--- config.mk ---
export PLATFORM = sky130hd
export DESIGN_NAME = dps_regs
export DESIGN_NICKNAME = d
export VERILOG_FILES = /design/src/rtl/dps_pkg.sv /design/src/rtl/dps_regs.sv
export VERILOG_INCLUDE_DIRS = /design/src /design/src/rtl
export SDC_FILE = /design/constraint.sdc
export NUM_CORES = 1
export LEC_CHECK = 0
export BUFFER_PORTS_ARGS = -buffer_cell sky130_fd_sc_hd__clkbuf_2
export CAP_MARGIN = 20
export CORE_MARGIN = 4
export CORE_UTILIZATION = 47
export CTS_CLUSTER_DIAMETER = 30
export DETAILED_ROUTE_END_ITERATION = 8
export PLACE_DENSITY = 0.85
export RECOVER_POWER = 25
export SYNTH_ARGS = -nofsm -noshare
export SYNTH_HDL_FRONTEND = slang
export SYNTH_SLANG_ARGS = --single-unit
--- constraint.sdc ---
create_clock -name core_clk_i -period 1.3 [get_ports core_clk_i]
set_input_delay 0.26 -clock core_clk_i [delete_from_list [all_inputs] [get_ports core_clk_i]]
set_output_delay 0.26 -clock core_clk_i [all_outputs]
set_load 0.03 [all_outputs]
--- src/rtl/dps_map.svh ---
// Register offsets, field positions and reset values of the register bank
`ifndef DPS_MAP_SVH
`define DPS_MAP_SVH
`define DPS_ADDR_LIMIT        8'h29
`define DPS_ADDR_BUCK         8'h30
`define DPS_ADDR_BUCK_CFG     8'h31
`define DPS_RST_LIMIT         8'h0d
`define DPS_RST_BUCK          8'h5c
`define DPS_RST_BUCK_CFG      8'h00
`define DPS_LIMIT_MASK        8'h1f
`define DPS_BUCK_MASK         8'hdf
`define DPS_CFG_MASK          8'h23
`define DPS_LVL_LSB           2
`define DPS_LVL_RSVD          3'h7
`define DPS_HIZ_BIT           1
`define DPS_GUARD_BIT         0
`define DPS_EN_BIT            7
`define DPS_RANGE_BIT         6
`define DPS_PD_BIT            5
`define DPS_VOUT_RSVD         5'h1f
`define DPS_VOUT_LOW_MAX      5'h0e
`define DPS_VOUT_HIGH_MIN     5'h0e
`define DPS_VOUT_HIGH_MAX     5'h1e
`endif

--- src/rtl/dps_pkg.sv ---
// Types of the discharge-protect and step-down register bank
package dps_pkg;
   typedef struct packed {
      logic [7:0] limit_reg;
      logic [7:0] buck_reg;
      logic [7:0] cfg_reg;
      logic [7:0] rdata_reg;
   } dps_state_t;

   typedef struct packed {
      logic [2:0] discharge_overcurrent_level;
      logic       overcurrent_guard_in_highz;
      logic       discharge_overcurrent_guard_on;
      logic       level_valid;
   } dps_guard_t;

   typedef struct packed {
      logic       stepdown_on;
      logic       stepdown_upper_range_select;
      logic [4:0] stepdown_output_voltage;
      logic       stepdown_off_pulldown_disable;
      logic [1:0] stepdown_peak_limit_offset;
      logic       voltage_valid;
   } dps_buck_t;
endpackage : dps_pkg

--- src/rtl/dps_regs.sv ---
// Discharge over-current and step-down regulator configuration registers
//
// Summary of operation
// - Three-bit threshold, 0.55-1.75 A, 7 reserved
// - Bit 1 keeps protection in high-impedance
// - Bit 0 enables protection, default set
// - Bit 7 turns step-down on, default off
// - Range writable when off or enable cleared
// - Range bit: low 0.6-1.3, high 1.3-2.1
// - Voltage code 0.60 V plus 50 mV steps
// - Bit 5 set disables off-time pull-down
`timescale 1ns/10ps
`default_nettype none
`include "dps_map.svh"

module dps_regs (
   // Clock and reset
   input  wire logic              core_clk_i,
   input  wire logic              nrst_i,
   // Register port
   input  wire logic [7:0]        addr_i,
   input  wire logic [7:0]        wdata_i,
   input  wire logic              wr_i,
   input  wire logic              rd_i,
   output logic      [7:0]        rdata_o,
   // Settings to the analog side
   output dps_pkg::dps_guard_t    guard_o,
   output dps_pkg::dps_buck_t     buck_o
);

   // ==========================================================
   // Checks
   function automatic logic volt_ok(input logic [4:0] code,
                                    input logic       hi);
      if (code == `DPS_VOUT_RSVD)
         volt_ok = 1'b0;
      else if (hi)
         volt_ok = (code >= `DPS_VOUT_HIGH_MIN) &&
                   (code <= `DPS_VOUT_HIGH_MAX);
      else
         volt_ok = (code <= `DPS_VOUT_LOW_MAX);
   endfunction : volt_ok

   // ==========================================================
   // State
   dps_pkg::dps_state_t st_reg;
   dps_pkg::dps_state_t st_next;
   dps_pkg::dps_guard_t guard_reg;
   dps_pkg::dps_guard_t guard_next;
   dps_pkg::dps_buck_t  buck_reg;
   dps_pkg::dps_buck_t  buck_next;

   always_comb begin
      logic [7:0] b;
      b = 8'h00;
      st_next = st_reg;
      st_next.rdata_reg = 8'h00;
      if (wr_i) begin
         unique case (addr_i)
            `DPS_ADDR_LIMIT: begin
               st_next.limit_reg = wdata_i & `DPS_LIMIT_MASK;
            end
            `DPS_ADDR_BUCK: begin
               b = wdata_i & `DPS_BUCK_MASK;
               if (st_reg.buck_reg[`DPS_EN_BIT] && b[`DPS_EN_BIT])
                  b[`DPS_RANGE_BIT] =
                     st_reg.buck_reg[`DPS_RANGE_BIT];
               st_next.buck_reg = b;
            end
            `DPS_ADDR_BUCK_CFG: begin
               st_next.cfg_reg = wdata_i & `DPS_CFG_MASK;
            end
            default: begin
            end
         endcase
      end
      if (rd_i) begin
         unique case (addr_i)
            `DPS_ADDR_LIMIT:    st_next.rdata_reg = st_reg.limit_reg;
            `DPS_ADDR_BUCK:     st_next.rdata_reg = st_reg.buck_reg;
            `DPS_ADDR_BUCK_CFG: st_next.rdata_reg = st_reg.cfg_reg;
            default:            st_next.rdata_reg = 8'h00;
         endcase
      end
      guard_next.discharge_overcurrent_level =
         st_next.limit_reg[`DPS_LVL_LSB +: 3];
      guard_next.overcurrent_guard_in_highz =
         st_next.limit_reg[`DPS_HIZ_BIT];
      guard_next.discharge_overcurrent_guard_on =
         st_next.limit_reg[`DPS_GUARD_BIT];
      guard_next.level_valid =
         (st_next.limit_reg[`DPS_LVL_LSB +: 3] != `DPS_LVL_RSVD);
      buck_next.stepdown_on = st_next.buck_reg[`DPS_EN_BIT];
      buck_next.stepdown_upper_range_select =
         st_next.buck_reg[`DPS_RANGE_BIT];
      buck_next.stepdown_output_voltage = st_next.buck_reg[4:0];
      buck_next.stepdown_off_pulldown_disable =
         st_next.cfg_reg[`DPS_PD_BIT];
      buck_next.stepdown_peak_limit_offset = st_next.cfg_reg[1:0];
      buck_next.voltage_valid = volt_ok(st_next.buck_reg[4:0],
                                        st_next.buck_reg[`DPS_RANGE_BIT]);
   end

   always_ff @(posedge core_clk_i or negedge nrst_i) begin
      if (!nrst_i) begin
         st_reg    <= {`DPS_RST_LIMIT, `DPS_RST_BUCK,
                       `DPS_RST_BUCK_CFG, 8'h00};
         guard_reg <= {3'h3, 1'b0, 1'b1, 1'b1};
         buck_reg  <= {1'b0, 1'b1, 5'h1c, 1'b0, 2'h0, 1'b1};
      end else begin
         st_reg    <= st_next;
         guard_reg <= guard_next;
         buck_reg  <= buck_next;
      end
   end

   // ==========================================================
   // Outputs
   assign rdata_o = st_reg.rdata_reg;
   assign guard_o = guard_reg;
   assign buck_o  = buck_reg;

endmodule : dps_regs
`default_nettype wire

==> run summary <==
Violated checks = setup timing
Warning count from the yosys run = 0
Fraction of final layout cells with drive strength greater than 1 = 65.8%
# H-tree levels = 1
Chip Height = 57.2 um
Number of I/O port buffers = 44
Final Max Slew Viols = 0
Slowest-stage cell, CP = sky130_fd_sc_hd__dfstp_2
Global placer's final weighted congestion = 0.840
Buffer type at the clock tree root = sky130_fd_sc_hd__clkbuf_4
Starting utilization of the core area = 50.6%
Estimated wirelength of the detail-placed design = 2.12 mm
Setup repair after global routing missed its margin = yes
IR Drop Worst-Case VDD = 0.782 mV
Count of TritonRoute iterations in the first routing pass = 4
Gate count after technology mapping = 86
Syn Std Cell Area = 1140 um^2
Layout Area Growth over Synthesis = 46.3%
LEAKAGE = 0.851 nW
Start-to-end type of the worst setup path = reg -> out
Worst slack on hold paths = 0.185 ns
Number of endpoints with negative hold slack in the final report = 0
Power density normalized to cell area = 864 nW/um^2
Worst Reg2Reg Path Length in Cells = 6
Clock latency on the worst-skew pair = 0.31 ns
Outcome = finished with violations
Antenna Cells = 0
Core area = 2250 um^2
CP Capture Type = output pin
# clock sinks = 25
Most common cell after layout, fill and taps aside = sky130_fd_sc_hd__clkbuf_2
Total Die Area = 3280 um^2
Number of DRC violations after detailed-routing iteration 0 = 17
Die span in x = 57.2 um
GRT overflow = 0
Post-layout power = 0.00144 W
Hold Crit Class = in -> reg
Cell Chain, Critical Path = buf_6, buf_8
Core occupancy in the finished layout = 74.0%
Final wirelength = 2.87 mm
TritonCTS buffer count = 3
Biggest cell delay along the critical path = 0.56 ns
DR vias = 968
Wire length of the first global-routing pass = 4.69 mm
Summed area of non-filler cells in the final layout = 1670 um^2
Leading cell types in the layout, fill and taps excluded = sky130_fd_sc_hd__clkbuf_2, sky130_fd_sc_hd__mux2_2, sky130_fd_sc_hd__buf_4
Transition time of the tightest slew-check pin = 0.601 ns
Max Buffers Root-to-Sink = 2
Final period demand of the worst path = 1.34 ns
Data required, critical path = 1.04 ns
Critical path data arrival time = 1.08 ns
Worst Setup Start Kind = flip-flop
GRT Total Usage = 17.8%
Average wire per cell in the routed design = 15.9 um
Post-detailed-route count of antenna-violating nets = 0
DRC = 0
Worst setup slack after layout = -0.0380 ns
Fmax = 747 MHz
Part of the Yosys area used for sequential elements = 55.9%
Final-report setup violation count = 2
Nets = 173
Site row count = 17
Via count of the first global-routing pass = 1001
Vias per std cell = 5.38
Synthesized flop and latch total = 25
Clock-pin slew of the registers on the worst-case setup and hold paths = 0.13 ns
Number of nets produced by synthesis = 106
Syn_area_per_cell = 13.3 um^2
Number of antenna violations at the first check in global routing = 0
Portion of the clock cycle consumed by the worst path in the final layout = 103%
Number of distinct library cells after synthesis = 20
Worst-case clock skew = 0.00658 ns
Largest driver fanout on the critical path = 2
Maximum number of pins on one net before global-route repair = 26
Number of I/O pins = 45
Max-cap violation count = 0
Area post-placement = 1470 um^2
Worst slew margin relative to its limit = 59.9%
TritonCTS clock tree = built
Hold depth = 2
==> stage by stage <==
| step | setup WS [ns] | cells | TNS [ns] |
|---|---|---|---|
| after global routing | -0.0786 | 180 | -0.197 |
| final | -0.0380 | 180 | -0.0686 |
| after CTS | -0.0713 | 177 | -0.135 |
| after detailed placement | -0.325 | 166 | -4.10 |
| after floorplan | -0.123 | 86 | -0.568 |
| after global placement | -0.288 | 166 | -3.40 |
==> power by group <==
group	internal [W]	switching (W)	total, W
registers	0.000814	0.0000233	0.000837
clock network	0.000120	0.000215	0.000335
logic	0.000128	0.000141	0.000269
==> cell families after synthesis <==
| kind of cell | synth area share, % |
|---|---|
| compound gates | 5.49 |
| mux | 22.3 |
| flops | 55.9 |
| buf+inv | 0.329 |
| simple gates | 16.0 |
==> routing by layer <==
metal | vias up | share of wire, % | GRT usage [%]
li1 | 452 | - | -
met1 | 483 | 43 | 21.9
met2 | 31 | 50 | 32.6
met3 | 2 | 6.2 | 4.07
met4 | 0 | 0.38 | 1.99
met5 | - | 0 | 0
==> cell type report <==
type	instances	area, um^2
multi-input combinational	60	517
tap	28	35.0
inverter	1	3.75
clock buffer	4	26.3
fill	169	587
timing repair buffer	62	448
sequential	25	638
==> synth_stat cells <==
cell                        n  area [um^2]
sky130_fd_sc_hd__nor3b_2    1         12.5
sky130_fd_sc_hd__a41oi_1    2         17.5
sky130_fd_sc_hd__nand4_1    1         6.26
sky130_fd_sc_hd__and2_2     1         7.51
sky130_fd_sc_hd__and3_1     3         18.8
sky130_fd_sc_hd__and3_2     2         15.0
sky130_fd_sc_hd__nor2_1     6         22.5
sky130_fd_sc_hd__dfrtp_1   16          400
sky130_fd_sc_hd__and3b_1    1         8.76
sky130_fd_sc_hd__o21bai_1   1         7.51
sky130_fd_sc_hd__mux2_2    19          214
sky130_fd_sc_hd__nand2_1    4         15.0
sky130_fd_sc_hd__mux2i_1    4         40.0
sky130_fd_sc_hd__a22oi_1    5         37.5
sky130_fd_sc_hd__nor2b_1    2         12.5
sky130_fd_sc_hd__nor4b_4    1         23.8
sky130_fd_sc_hd__dfstp_2    9          236
sky130_fd_sc_hd__nand3_1    6         30.0
sky130_fd_sc_hd__nand3_2    1         10.0
sky130_fd_sc_hd__inv_1      1         3.75
==> what timing repair did <==
action | 4_1_cts | 5_1_grt
hold buffers | 1 | 0
endpoints found under the setup margin | 8 | 15
setup buffers | 6 | 3
gates resized for setup | 18 | 12
pin swaps | 0 | 1
endpoints found under the hold margin | 16 | 0
==> critical path: cells and delay by family (launching register included) <==
family | cells | cell delay [ns]
flops | 1 | 0.56
buf+inv | 2 | 0.21
==> path summary, 6_finish.rpt <==
path / start / slack (ns) / to
worst max register to register: buck_o[6] / 0.03 / buck_o[0]
max in group asynchronous: nrst_i / 0.41 / st_reg[28]
worst min-delay path: wdata_i[5] / 0.18 / st_reg[13]
worst max-delay path: buck_o[6] / -0.04 / buck_o[6]
worst min register to register: st_reg[9] / 0.56 / st_reg[9]
min in group asynchronous: nrst_i / 0.47 / rdata_o[0]
Power figures use the tool's default switching activity.
